<file path="src/rtl/exec_regs.vh">
// Constants for the bit, flag and load/store execution block
// Function
// - I/O bit set/clear, one cycle, flags kept
// - Bit store copies register bit to T
// - Bit load writes T into register bit
// - Flag set/clear touches one flag only
// - Indirect load 1/2 cycles, post-increment 2
// - Pre-decrement load: decrement, then read; 2/3
// - Plain/post-increment store finishes in one cycle
// - Pre-decrement store: decrement and write together; 2
// - Direct load reads constant address, one cycle
// - Direct store writes constant address, one cycle
// - I/O in and out, one cycle each
// - Push stores register on stack, 2 cycles
// - Pop loads register from stack, 2 cycles
// - Break, idle, sleep, watchdog restart: one cycle
`ifndef EXEC_REGS_VH
`define EXEC_REGS_VH

// Operation codes on the op_code input
`define OP_IDLE 5'h00
`define OP_IO_BIT_SET 5'h01
`define OP_IO_BIT_CLEAR 5'h02
`define OP_BIT_TO_FLAG 5'h03
`define OP_FLAG_TO_BIT 5'h04
`define OP_FLAG_SET 5'h05
`define OP_FLAG_CLEAR 5'h06
`define OP_REG_COPY 5'h07
`define OP_IMMEDIATE_LOAD 5'h08
`define OP_INDIRECT_LOAD 5'h09
`define OP_INDIRECT_STORE 5'h0a
`define OP_DIRECT_LOAD 5'h0b
`define OP_DIRECT_STORE 5'h0c
`define OP_IO_IN 5'h0d
`define OP_IO_OUT 5'h0e
`define OP_PUSH 5'h0f
`define OP_POP 5'h10
`define OP_BREAK 5'h11
`define OP_SLEEP 5'h12
`define OP_WATCHDOG_RESTART 5'h13

// Pointer update modes
`define PTR_PLAIN 2'h0
`define PTR_POST_INC 2'h1
`define PTR_PRE_DEC 2'h2

// Pointer selects and their low register index
`define PTR_X 2'h0
`define PTR_Y 2'h1
`define PTR_Z 2'h2
`define PTR_X_LO 4'ha
`define PTR_Y_LO 4'hc
`define PTR_Z_LO 4'he

// Status flag bit positions
`define FLAG_C 3'h0
`define FLAG_Z 3'h1
`define FLAG_N 3'h2
`define FLAG_V 3'h3
`define FLAG_S 3'h4
`define FLAG_H 3'h5
`define FLAG_T 3'h6
`define FLAG_I 3'h7

// Reset values and memory map
`define FLAGS_RESET 8'h00
`define REG_RESET 8'h00
`define SP_RESET 16'h00bf
`define DATA_MEM_BASE 16'h0040

`endif

</file>
<file path="src/rtl/work_reg_file.v">
// Working register file, two read ports and two write ports
`timescale 1ns/1ps
`default_nettype none
module work_reg_file #(
	parameter COUNT = 16
) (
	input wire sys_clk,
	input wire rst_n,
	input wire [3:0] rd_a_idx,
	output wire [7:0] rd_a_data,
	input wire [3:0] rd_b_idx,
	output wire [7:0] rd_b_data,
	input wire wr_a_en,
	input wire [3:0] wr_a_idx,
	input wire [7:0] wr_a_data,
	input wire wr_b_en,
	input wire [3:0] wr_b_idx,
	input wire [7:0] wr_b_data
);
`include "exec_regs.vh"
	reg [7:0] regs_ff [0:COUNT-1];
	integer i;

	assign rd_a_data = regs_ff[rd_a_idx];
	assign rd_b_data = regs_ff[rd_b_idx];

	// Port b wins a clash; it carries pointer updates
	always @(posedge sys_clk or negedge rst_n) begin
		if (!rst_n) begin
			for (i = 0; i < COUNT; i = i + 1)
				regs_ff[i] <= `REG_RESET;
		end else begin
			for (i = 0; i < COUNT; i = i + 1) begin
				if (wr_b_en && wr_b_idx == i[3:0])
					regs_ff[i] <= wr_b_data;
				else if (wr_a_en && wr_a_idx == i[3:0])
					regs_ff[i] <= wr_a_data;
			end
		end
	end
endmodule // work_reg_file
`default_nettype wire

</file>
<file path="src/rtl/status_flags.v">
// Status flag register with single-flag set/clear and T bit load
`timescale 1ns/1ps
`default_nettype none
module status_flags (
	input wire sys_clk,
	input wire rst_n,
	input wire flag_wr,
	input wire [2:0] flag_sel,
	input wire flag_val,
	output wire [7:0] status_flags_reg
);
`include "exec_regs.vh"
	reg [7:0] flags_ff;
	assign status_flags_reg = flags_ff;

	always @(posedge sys_clk or negedge rst_n) begin
		if (!rst_n)
			flags_ff <= `FLAGS_RESET;
		else if (flag_wr)
			flags_ff[flag_sel] <= flag_val;
	end
endmodule // status_flags
`default_nettype wire

</file>
<file path="src/rtl/bit_flag_and_load_store_exec.v">
// Execute path for bit, flag, data transfer and control operations
`timescale 1ns/1ps
`default_nettype none
module bit_flag_and_load_store_exec (
	input wire sys_clk,
	input wire rst_n,
	// Decoded operation from fetch
	input wire op_valid,
	input wire [4:0] op_code,
	input wire [3:0] dst_idx,
	input wire [3:0] src_idx,
	input wire [2:0] bit_sel,
	input wire [7:0] imm_val,
	input wire [15:0] addr_val,
	input wire [5:0] io_addr,
	input wire [1:0] ptr_sel,
	input wire [1:0] ptr_mode,
	output wire op_ready,
	output reg op_done,
	// Data space
	output reg [15:0] mem_addr,
	output reg [7:0] mem_wdata,
	output reg mem_wr,
	output reg mem_rd,
	input wire [7:0] mem_rdata,
	// I/O space
	output reg [5:0] io_addr_out,
	output reg [7:0] io_wdata,
	output reg io_wr,
	output reg io_rd,
	input wire [7:0] io_rdata,
	// Control effects
	output reg break_pulse,
	output reg sleep_pulse,
	output reg watchdog_restart_pulse,
	output wire [7:0] status_flags_reg,
	output wire [15:0] stack_ptr
);
`include "exec_regs.vh"
	localparam ST_ISSUE = 2'h0;
	localparam ST_ACCESS = 2'h1;
	localparam ST_FINISH = 2'h2;

	reg [1:0] state_ff, nxt_state;
	reg [4:0] op_ff;
	reg [3:0] dst_ff;
	reg [15:0] addr_ff;
	reg is_io_ff;
	reg [15:0] sp_ff;
	reg [15:0] nxt_sp;

	wire [7:0] rd_a_data;
	wire [7:0] rd_b_data;
	reg [3:0] rd_a_idx, rd_b_idx;
	reg wr_a_en, wr_b_en;
	reg [3:0] wr_a_idx, wr_b_idx;
	reg [7:0] wr_a_data, wr_b_data;
	reg flag_wr, flag_val;
	reg [2:0] flag_sel;
	// Shadow of the pointer pairs: a store needs pointer and data in one cycle
	reg [7:0] pair_ff [0:5];
	wire [3:0] ptr_lo;
	wire [2:0] pair_lo;
	wire take;
	reg pend_ff;
	reg [3:0] pend_dst_ff;
	reg pend_io_ff;
	integer j;
	reg [15:0] ptr_val, ptr_new;

	////////////////////////////////////////////////////////////////
	function [3:0] ptr_lo_idx;
		input [1:0] sel;
		begin
			if (sel == `PTR_Y)
				ptr_lo_idx = `PTR_Y_LO;
			else if (sel == `PTR_Z)
				ptr_lo_idx = `PTR_Z_LO;
			else
				ptr_lo_idx = `PTR_X_LO;
		end
	endfunction

	// Below the data-memory base the access lands in register/I/O space
	function in_data_mem;
		input [15:0] a;
		begin
			in_data_mem = (a >= `DATA_MEM_BASE);
		end
	endfunction

	work_reg_file #(.COUNT(16)) u_regs (
		.sys_clk(sys_clk),
		.rst_n(rst_n),
		.rd_a_idx(rd_a_idx),
		.rd_a_data(rd_a_data),
		.rd_b_idx(rd_b_idx),
		.rd_b_data(rd_b_data),
		.wr_a_en(wr_a_en),
		.wr_a_idx(wr_a_idx),
		.wr_a_data(wr_a_data),
		.wr_b_en(wr_b_en),
		.wr_b_idx(wr_b_idx),
		.wr_b_data(wr_b_data)
	);

	status_flags u_flags (
		.sys_clk(sys_clk),
		.rst_n(rst_n),
		.flag_wr(flag_wr),
		.flag_sel(flag_sel),
		.flag_val(flag_val),
		.status_flags_reg(status_flags_reg)
	);

	// Held off for one cycle while a single-cycle load result lands
	assign op_ready = (state_ff == ST_ISSUE) && !pend_ff;
	assign take = op_ready && op_valid;
	assign ptr_lo = ptr_lo_idx(ptr_sel);
	assign pair_lo = ptr_lo[2:0] - 3'h2;
	assign stack_ptr = sp_ff;

	////////////////////////////////////////////////////////////////
	// Pointer is a register pair; both bytes come from the pair shadow
	always @* begin
		ptr_val = {pair_ff[pair_lo + 3'h1], pair_ff[pair_lo]};
		ptr_new = ptr_val;
		if (ptr_mode == `PTR_POST_INC)
			ptr_new = ptr_val + 16'h0001;
		else if (ptr_mode == `PTR_PRE_DEC)
			ptr_new = ptr_val - 16'h0001;
	end

	always @* begin
		nxt_state = state_ff;
		nxt_sp = sp_ff;
		rd_a_idx = src_idx;
		rd_b_idx = dst_idx;
		wr_a_en = 1'b0;
		wr_a_idx = dst_idx;
		wr_a_data = rd_a_data;
		wr_b_en = 1'b0;
		wr_b_idx = 4'h0;
		wr_b_data = 8'h00;
		flag_wr = 1'b0;
		flag_sel = bit_sel;
		flag_val = 1'b0;
		if (take) begin
			case (op_code)
				`OP_BIT_TO_FLAG: begin
					flag_wr = 1'b1;
					flag_sel = `FLAG_T;
					flag_val = rd_a_data[bit_sel];
				end
				`OP_FLAG_TO_BIT: begin
					rd_a_idx = dst_idx;
					wr_a_en = 1'b1;
					wr_a_data = rd_a_data;
					wr_a_data[bit_sel] = status_flags_reg[`FLAG_T];
				end
				`OP_FLAG_SET: begin
					flag_wr = 1'b1;
					flag_val = 1'b1;
				end
				`OP_FLAG_CLEAR: begin
					flag_wr = 1'b1;
					flag_val = 1'b0;
				end
				`OP_REG_COPY: begin
					wr_a_en = 1'b1;
				end
				`OP_IMMEDIATE_LOAD: begin
					wr_a_en = 1'b1;
					wr_a_data = imm_val;
				end
				`OP_INDIRECT_LOAD, `OP_INDIRECT_STORE: begin
					if (ptr_mode != `PTR_PLAIN) begin
						// Low byte on port a, high byte on port b in the same cycle
						wr_a_en = 1'b1;
						wr_a_idx = ptr_lo_idx(ptr_sel);
						wr_a_data = ptr_new[7:0];
						wr_b_en = 1'b1;
						wr_b_idx = ptr_lo_idx(ptr_sel) + 4'h1;
						wr_b_data = ptr_new[15:8];
					end
				end
				`OP_POP: begin
					nxt_sp = sp_ff + 16'h0001;
				end
				`OP_PUSH: begin
					nxt_sp = sp_ff - 16'h0001;
				end
				default: begin
				end
			endcase
			// Multi-cycle operations leave issue state
			if (op_code == `OP_INDIRECT_LOAD) begin
				if (ptr_mode == `PTR_PLAIN && !in_data_mem(ptr_val))
					nxt_state = ST_ISSUE;
				else if (ptr_mode == `PTR_PRE_DEC && in_data_mem(ptr_new))
					nxt_state = ST_ACCESS;
				else
					nxt_state = ST_FINISH;
			end else if (op_code == `OP_INDIRECT_STORE && ptr_mode == `PTR_PRE_DEC) begin
				nxt_state = ST_FINISH;
			end else if (op_code == `OP_PUSH || op_code == `OP_POP) begin
				nxt_state = ST_FINISH;
			end
		end else if (state_ff == ST_ACCESS) begin
			nxt_state = ST_FINISH;
		end else if (state_ff == ST_FINISH) begin
			nxt_state = ST_ISSUE;
			if (op_ff == `OP_INDIRECT_LOAD || op_ff == `OP_POP) begin
				wr_a_en = 1'b1;
				wr_a_idx = dst_ff;
				wr_a_data = is_io_ff ? io_rdata : mem_rdata;
			end
		end
		// Deferred single-cycle load result
		if (pend_ff) begin
			wr_b_en = 1'b1;
			wr_b_idx = pend_dst_ff;
			wr_b_data = pend_io_ff ? io_rdata : mem_rdata;
		end
	end

	////////////////////////////////////////////////////////////////
	// Bus strobes and one-cycle answers
	always @(posedge sys_clk or negedge rst_n) begin
		if (!rst_n) begin
			state_ff <= ST_ISSUE;
			op_ff <= `OP_IDLE;
			dst_ff <= 4'h0;
			addr_ff <= 16'h0000;
			is_io_ff <= 1'b0;
			sp_ff <= `SP_RESET;
			op_done <= 1'b0;
			mem_addr <= 16'h0000;
			mem_wdata <= 8'h00;
			mem_wr <= 1'b0;
			mem_rd <= 1'b0;
			io_addr_out <= 6'h00;
			io_wdata <= 8'h00;
			io_wr <= 1'b0;
			io_rd <= 1'b0;
			break_pulse <= 1'b0;
			sleep_pulse <= 1'b0;
			watchdog_restart_pulse <= 1'b0;
		end else begin
			state_ff <= nxt_state;
			sp_ff <= nxt_sp;
			mem_wr <= 1'b0;
			mem_rd <= 1'b0;
			io_wr <= 1'b0;
			io_rd <= 1'b0;
			break_pulse <= 1'b0;
			sleep_pulse <= 1'b0;
			watchdog_restart_pulse <= 1'b0;
			op_done <= (nxt_state == ST_ISSUE) && (state_ff != ST_ISSUE || take);
			if (take) begin
				op_ff <= op_code;
				dst_ff <= dst_idx;
				is_io_ff <= 1'b0;
				case (op_code)
					`OP_IO_BIT_SET, `OP_IO_BIT_CLEAR, `OP_IO_IN, `OP_IO_OUT: begin
						io_addr_out <= io_addr;
						is_io_ff <= 1'b1;
						io_rd <= (op_code == `OP_IO_IN);
						io_wr <= (op_code != `OP_IO_IN);
						// Bit ops write the current value with one bit forced
						io_wdata <= (op_code == `OP_IO_OUT) ? rd_a_data :
							(op_code == `OP_IO_BIT_SET) ? (io_rdata | (8'h01 << bit_sel)) :
							(io_rdata & ~(8'h01 << bit_sel));
					end
					`OP_DIRECT_LOAD: begin
						mem_addr <= addr_val;
						mem_rd <= 1'b1;
					end
					`OP_DIRECT_STORE: begin
						mem_addr <= addr_val;
						mem_wdata <= rd_a_data;
						mem_wr <= 1'b1;
					end
					`OP_INDIRECT_LOAD: begin
						mem_addr <= (ptr_mode == `PTR_PRE_DEC) ? ptr_new : ptr_val;
						// Pre-decrement in data memory reads after the decrement cycle
						mem_rd <= (nxt_state != ST_ACCESS);
					end
					`OP_INDIRECT_STORE: begin
						mem_addr <= (ptr_mode == `PTR_PRE_DEC) ? ptr_new : ptr_val;
						mem_wdata <= rd_a_data;
						mem_wr <= 1'b1;
					end
					`OP_PUSH: begin
						mem_addr <= sp_ff;
						mem_wdata <= rd_a_data;
						mem_wr <= 1'b1;
					end
					`OP_POP: begin
						mem_addr <= sp_ff + 16'h0001;
						mem_rd <= 1'b1;
					end
					`OP_BREAK: break_pulse <= 1'b1;
					`OP_SLEEP: sleep_pulse <= 1'b1;
					`OP_WATCHDOG_RESTART: watchdog_restart_pulse <= 1'b1;
					default: begin
					end
				endcase
			end else if (state_ff == ST_ACCESS) begin
				mem_rd <= 1'b1;
			end
		end
	end

	// Single-cycle loads land one edge later, holding off the next issue
	always @(posedge sys_clk or negedge rst_n) begin
		if (!rst_n) begin
			pend_ff <= 1'b0;
			pend_dst_ff <= 4'h0;
			pend_io_ff <= 1'b0;
		end else begin
			pend_ff <= take && nxt_state == ST_ISSUE &&
				(op_code == `OP_DIRECT_LOAD || op_code == `OP_IO_IN || op_code == `OP_INDIRECT_LOAD);
			pend_dst_ff <= dst_idx;
			pend_io_ff <= (op_code == `OP_IO_IN);
		end
	end

	// Pointer shadow follows both write ports, port b first as in the file
	always @(posedge sys_clk or negedge rst_n) begin
		if (!rst_n) begin
			for (j = 0; j < 6; j = j + 1)
				pair_ff[j] <= `REG_RESET;
		end else begin
			for (j = 0; j < 6; j = j + 1) begin
				if (wr_b_en && wr_b_idx == j[3:0] + `PTR_X_LO)
					pair_ff[j] <= wr_b_data;
				else if (wr_a_en && wr_a_idx == j[3:0] + `PTR_X_LO)
					pair_ff[j] <= wr_a_data;
			end
		end
	end
endmodule // bit_flag_and_load_store_exec
`default_nettype wire

</file>
<file path="config.mk">
export PLATFORM = sky130hd
export DESIGN_NAME = bit_flag_and_load_store_exec
export DESIGN_NICKNAME = d
export VERILOG_FILES = /design/src/rtl/work_reg_file.v /design/src/rtl/status_flags.v /design/src/rtl/bit_flag_and_load_store_exec.v
export VERILOG_INCLUDE_DIRS = /design/src /design/src/rtl
export SDC_FILE = /design/constraint.sdc
export NUM_CORES = 1
export LEC_CHECK = 0
export ABC_AREA = 1
export BUFFER_PORTS_ARGS = -buffer_cell sky130_fd_sc_hd__buf_4
export CORE_MARGIN = 2
export CORE_UTILIZATION = 56
export CTS_BUF_LIST = sky130_fd_sc_hd__clkbuf_4 sky130_fd_sc_hd__clkbuf_8 sky130_fd_sc_hd__clkbuf_16
export CTS_CLUSTER_DIAMETER = 60
export CTS_CLUSTER_SIZE = 12
export DETAILED_ROUTE_END_ITERATION = 7
export GPL_TIMING_DRIVEN = 0
export PLACE_DENSITY = 0.75
export REMOVE_ABC_BUFFERS = 1
export SYNTH_ARGS = -nofsm -noshare
export SYNTH_HDL_FRONTEND = slang
export SYNTH_HIERARCHICAL = 1
export SYNTH_SLANG_ARGS = --single-unit
export TNS_END_PERCENT = 100
</file>
<file path="constraint.sdc">
create_clock -name sys_clk -period 3.85 [get_ports sys_clk]
set_input_delay 0.385 -clock sys_clk [delete_from_list [all_inputs] [get_ports sys_clk]]
set_output_delay 0.385 -clock sys_clk [all_outputs]
set_load 0.01 [all_outputs]
</file>
Word-level counts from Yosys, hierarchy flattened
Index checks and enable logic that the tools add are counted.
- equal/unequal tests: 59
- $lt $le $gt $ge: 9
- mux-type cells: 124
- bitwise logic cells: 6
- add/subtract/negate cells: 7
- shift-type cells: 1
- reduce and logical (&&, ||, !) cells: 85
- operators with widths (kind ; count):
    $mux 8 ; 51
    $eq 4x4->1 const B ; 16
    $mux 4 ; 16
    $pmux 16 s4 ; 1
    $bmux 8 s3 ; 2
    $mux 16 ; 3
    $eq 5x4->1 const B ; 9
    $logic_and 1x1->1 ; 42
    $reduce_bool 2->1 ; 19
    $add 16x1->16 const B ; 2
    $bmux 8 s4 ; 1
    $eq 4x3->1 const B ; 8
    $ge 16x7->1 const B ; 2
    $pmux 16 s2 ; 1
    $sub 16x1->16 const B ; 2
    $mux 1 ; 29
    $eq 5x5->1 const B ; 5
    $pmux 8 s3 ; 1
    $eq 5x3->1 const B ; 4
    $bwmux 8 ; 2
    $eq 4x2->1 const B ; 4
    $mux 2 ; 8
    $eq 5x2->1 const B ; 2
    $mux 3 ; 3
    other kinds (31) ; 58
- flip-flop bits (word level): 216
- output and inout port bits: 71
- input port bits: 69

Logic depth before layout (Yosys ltp)
- word-level depth: 21
- gate-level depth with buffers: 27
- gate-level depth less buffers: 27

Hierarchy
Netlist, hierarchy kept.
- by module, submodules not included (module ; cells an instance ; area an instance (um^2) ; instances):
    work_reg_file ; 1475 ; 9113.7 ; 1
    bit_flag_and_load_store_exec ; 1355 ; 9081.2 ; 1
    status_flags ; 51 ; 386.6 ; 1

Worst setup path before layout
OpenSTA, ideal clock, no wires.
- path type: flip-flop to flip-flop
- start point: register state_ff[1]
- end point: register u_regs/regs_ff[120] (netlist name)
- arrival time: 4.069 ns
- stages on the path, launching flop included: 24
- clock period less this slack: 4.152 ns
- path slack: -0.302 ns
- path through: dfrtp_1 nor3_2 nand2_1 inv_2 clkbuf_1 nand2_1 mux2_2 clkbuf_1 inv_1 clkbuf_1 nand3_1 nand3_1 nand3_1 nand2_1 nor2_1 a211oi_1 a21oi_1 o21ai_0 o21ai_0 o21ai_1 clkinv_1 nand2_1 nand3_1 o21ai_0
- word-level cells in the longest chain between the ends: 14
- ends and longest elaborated chain (element ; RTL line ; text):
    from (decl) ; bit_flag_and_load_store_exec.v:44 ; reg [1:0] state_ff, nxt_state;
    from (signal assigned) ; bit_flag_and_load_store_exec.v:250 ; state_ff <= nxt_state;
    $logic_not 2->1 * ; bit_flag_and_load_store_exec.v:117 ; assign op_ready = (state_ff == ST_ISSUE) && !pend_ff;
    $logic_and 1x1->1 * ; bit_flag_and_load_store_exec.v:117 ;
    named net op_ready ; bit_flag_and_load_store_exec.v:18 ; output wire op_ready,
    $logic_and 1x1->1 * ; bit_flag_and_load_store_exec.v:118 ; assign take = op_ready && op_valid;
    $mux 4 * ; bit_flag_and_load_store_exec.v:148 ; if (take) begin
    named net rd_a_idx[1] ; bit_flag_and_load_store_exec.v:54 ; reg [3:0] rd_a_idx, rd_b_idx;
    $not 4->5 (implied by the code) * ; work_reg_file.v:24 ; assign rd_a_data = regs_ff[rd_a_idx];
    $bmux 8 s4 * ; work_reg_file.v:24 ;
    $mux 8 (implied by the code) * (2 in a row) ; work_reg_file.v:24 ;
    named net rd_a_data[0] ; bit_flag_and_load_store_exec.v:52 ; wire [7:0] rd_a_data;
    $mux 8 ; bit_flag_and_load_store_exec.v:213 ; if (op_ff == `OP_INDIRECT_LOAD || op_ff == `OP_POP) begin
    $mux 8 ; bit_flag_and_load_store_exec.v:211 ; end else if (state_ff == ST_FINISH) begin
    $mux 8 ; bit_flag_and_load_store_exec.v:209 ; end else if (state_ff == ST_ACCESS) begin
    $mux 8 * ; bit_flag_and_load_store_exec.v:148 ;
    named net wr_a_data[0] ; bit_flag_and_load_store_exec.v:57 ; reg [7:0] wr_a_data, wr_b_data;
    $mux 8 * ; work_reg_file.v:36 ; else if (wr_a_en && wr_a_idx == i[3:0])
    $mux 8 * ; work_reg_file.v:34 ; if (wr_b_en && wr_b_idx == i[3:0])
    to (signal, indexed assignment) ; work_reg_file.v:31 ; regs_ff[i] <= `REG_RESET;
    to (signal, indexed assignment) ; work_reg_file.v:35 ; regs_ff[i] <= wr_b_data;
    to (signal, indexed assignment) ; work_reg_file.v:37 ; regs_ff[i] <= wr_a_data;
    to (decl) ; work_reg_file.v:21 ; reg [7:0] regs_ff [0:COUNT-1];
The timed path passes the listed nets; every way through them passes the cells marked *. The select of a mux whose other input is x is not followed.
A chain may end at the register's enable or synchronous reset.

Worst setup path after layout
- start point: register pend_ff
- end point: register u_regs/regs_ff[125] (netlist name)
- word-level cells in the longest chain between the ends: 14
- ends and longest elaborated chain (element ; RTL line ; text):
    from (decl) ; bit_flag_and_load_store_exec.v:65 ; reg pend_ff;
    from (signal assigned) ; bit_flag_and_load_store_exec.v:322 ; pend_ff <= take && nxt_state == ST_ISSUE &&
    $logic_not 1->1 * ; bit_flag_and_load_store_exec.v:117 ;
    $logic_and 1x1->1 * ; bit_flag_and_load_store_exec.v:117 ;
    $logic_and 1x1->1 * ; bit_flag_and_load_store_exec.v:118 ;
    $mux 4 * ; bit_flag_and_load_store_exec.v:148 ;
    named net rd_a_idx[0] ; bit_flag_and_load_store_exec.v:54 ;
    $not 4->5 (implied by the code) * ; work_reg_file.v:24 ;
    $bmux 8 s4 * ; work_reg_file.v:24 ;
    $mux 8 (implied by the code) * (2 in a row) ; work_reg_file.v:24 ;
    named net rd_a_data[5] ; bit_flag_and_load_store_exec.v:52 ;
    $mux 8 ; bit_flag_and_load_store_exec.v:213 ;
    $mux 8 ; bit_flag_and_load_store_exec.v:211 ;
    $mux 8 ; bit_flag_and_load_store_exec.v:209 ;
    $mux 8 * ; bit_flag_and_load_store_exec.v:148 ;
    named net wr_a_data[5] ; bit_flag_and_load_store_exec.v:57 ;
    $mux 8 * ; work_reg_file.v:36 ;
    $mux 8 * ; work_reg_file.v:34 ;
Marks and branches as above.

==> flow_summary.json <==
{
  "die-area_sq_um": 32500,
  "grt_pass1_vias": 17750,
  "comb_power_share_pct": 14.4,
  "grt_pass1_wl_um": 101400,
  "nNetsFinal": 2870,
  "antenna_found_initial": 0,
  "ir_drop_v": 0.0004389,
  "cts-htree-levels": 1,
  "violations": "setup timing",
  "io_pins": 140,
  "drive_gt1_share_pct": 17.86,
  "reg_top3": "u_regs/regs_ff (128), pair_ff (48)",
  "outcome": "finished, violations left",
  "die_w_um": 180.3,
  "critPathLaunchType": "flop",
  "final.period_utilization_pct": 103.6,
  "dp_slack_ps": -3567,
  "power.leakage_uw": 0.01034,
  "seq_power_share_pct": 42.1,
  "avgRoutedWirePerCell_um": 20.96,
  "hold_viol": 0,
  "clock_latency_ps": 570,
  "ant_nets": 0,
  "n_antenna_cell": 0,
  "grt_max_degree": 113,
  "p_total_uw": 6631,
  "max-clock-path-buffers": 3,
  "clk_pin_slew_worst_paths_ps": 70,
  "start_util_pct": 56.88,
  "fin_util_pct": 69.30,
  "syn_avg_cell_area_sq_um": 6.680,
  "ys_warn_count": 6,
  "viasPerCell": 6.112,
  "cts_num_sinks": 264,
  "slew_viol_final": 0,
  "relSlewSlack_pct": 34.18,
  "max_freq_ghz": 0.2507,
  "drt_iter0_drc": 2623,
  "cts_buffers": 31,
  "route.detailed.drc": 0,
  "wl_um": 67210,
  "drv_cap": 0,
  "largest_register_ffs": 128,
  "top_register": "u_regs/regs_ff",
  "via_count": 19600,
  "synth_cells": 2605,
  "io_buffers": 139,
  "post-route-min-period_ps": 3988,
  "rsz0062_at_grt": "yes",
  "p_sw_share_pct": 28.63,
  "globalplace.congestion": 1.015,
  "switching_power_uw": 1899,
  "p_int_uw": 4732,
  "synth_area_sq_um": 17400,
  "arrival_ps": 4480,
  "path_max_fanout": 16,
  "setup_slack_ps": -138.4,
  "max_slew.worst_pin.slew_ps": 983.6,
  "finClkSkew_ps": 17.02,
  "critical_path_class": "flop to flop",
  "tritoncts": "yes",
  "rows": 64,
  "clkPwrFrac_pct": 43.5,
  "setup_viol": 39,
  "crit_path_end_kind": "flop",
  "gr-total-overflow": 0,
  "grt_usage_pct": 39.39,
  "dp_hpwl_um": 44700,
  "root_buffer": "clkbuf_16",
  "hold_slack_ps": 23.50,
  "dr.pass1.iters": 6,
  "core_area_sq_um": 30590,
  "crit_required_ps": 4350,
  "hp-class": "input pin to flop",
  "die_y_um": 180.3,
  "synthToLayoutAreaGrowth_pct": 21.82,
  "power.density_nw_per_um2": 312.8
}
[metrics by stage]
step / instance area [sq um] / TNS [ps] / cells
global placement: 18540 / -2208450 / 3051
global route: 21200 / -2457 / 3206
detailed placement: 18900 / -568230 / 3067
floorplan: 17000 / -921260 / 2516
finish: 21200 / -1731 / 3206
CTS: 20560 / 0 / 3165
[timing repair]
action | in CTS | in global routing
setup buffers | 38 | 39
pin swaps | 12 | 31
resized for setup | 60 | 87
endpoints found under the hold margin | 107 | 0
endpoints found under the setup margin | 207 | 170
gates cloned | 8 | 2
hold buffers | 4 | 0
[area by class of cell]
cell class	instances	area, sq um
multi-input combinational	1888	9484
inverter	367	1468
timing repair inverter	6	66.31
tap	396	495.5
fill	2651	9392
timing repair buffer	237	2107
clock inverter	10	101.3
clock buffer	38	859.6
sequential	264	6616
[metal layers]
| layer | track usage [%] | up-vias | wire length, um |
|---|---|---|---|
| li1 | - | 8812 | - |
| met1 | 56.19 | 9051 | 26280 |
| met2 | 57.44 | 1420 | 27760 |
| met3 | 9.782 | 313 | 9461 |
| met4 | 15.90 | 0 | 3716 |
| met5 | 0 | - | 0 |
[layout by cell type, fill, tap and decap left out, types with 11 or more instances in the layout]
master and instances:
o211ai_1 53, o21ai_0 175, clkinvlp_4 11, inv_1 307, buf_4 203, a21oi_1 77, nor2_1 163, clkbuf_16 32
nand2_1 800, inv_2 39, o221ai_1 24, o22ai_1 11, nand2_2 26, nor2_2 27, xor2_1 29, nor3_1 14
o21ai_1 27, dfrtp_1 256, nand3_1 312, nand3_2 37
[power by group through the flow]
| stage | Clock (uW) | Combinational, uW | Sequential, uW |
|---|---|---|---|
| 2_1_floorplan | 0 | 362 | 2840 |
| 3_3_place_gp | 0 | 696 | 2840 |
| 3_5_place_dp | 0 | 736 | 2840 |
| 4_1_cts | 2880 | 841 | 2790 |
| 5_1_grt | 3000 | 1000 | 2790 |
| 6_report | 2890 | 955 | 2790 |
[final timing paths]
check                                           startpoint                              end  cells after the start  slack [ps]
worst min-delay path                            io_addr[4]       io_addr_out[4]$_DFFE_PN0P_                      3          20
min in group asynchronous                            rst_n       io_addr_out[2]$_DFFE_PN0P_                      2         480
worst min register to register  io_addr_out[1]$_DFFE_PN0P_       io_addr_out[1]$_DFFE_PN0P_                      2         470
worst max-delay path                     pend_ff$_DFF_PN0_  u_regs/regs_ff[125]$_DFFE_PN0P_                     23        -140
worst max register to register           pend_ff$_DFF_PN0_  u_regs/regs_ff[125]$_DFFE_PN0P_                     23        -140
max in group asynchronous                            rst_n         pend_dst_ff[1]$_DFF_PN0_                      4        2010
[worst max-delay path, cell delays in order (launching register included)]
cell and delay (ps):
dfrtp_2 430, nor3_4 360, nand2_8 140, inv_16 100, nand2_8 100, o21ai_4 270, buf_12 170, buf_4 150
clkinv_8 120, nand2_1 100, nand3_1 90, nand3_1 220, nand3_1 210, nand2_2 180, inv_4 60, a21oi_1 150
o21ai_1 90, nand3_1 110, o21ai_2 80, nand2_4 190, clkinvlp_4 250, nand2_1 140, nand3_1 90, o21ai_0 100
Power figures use the tool's default switching activity.
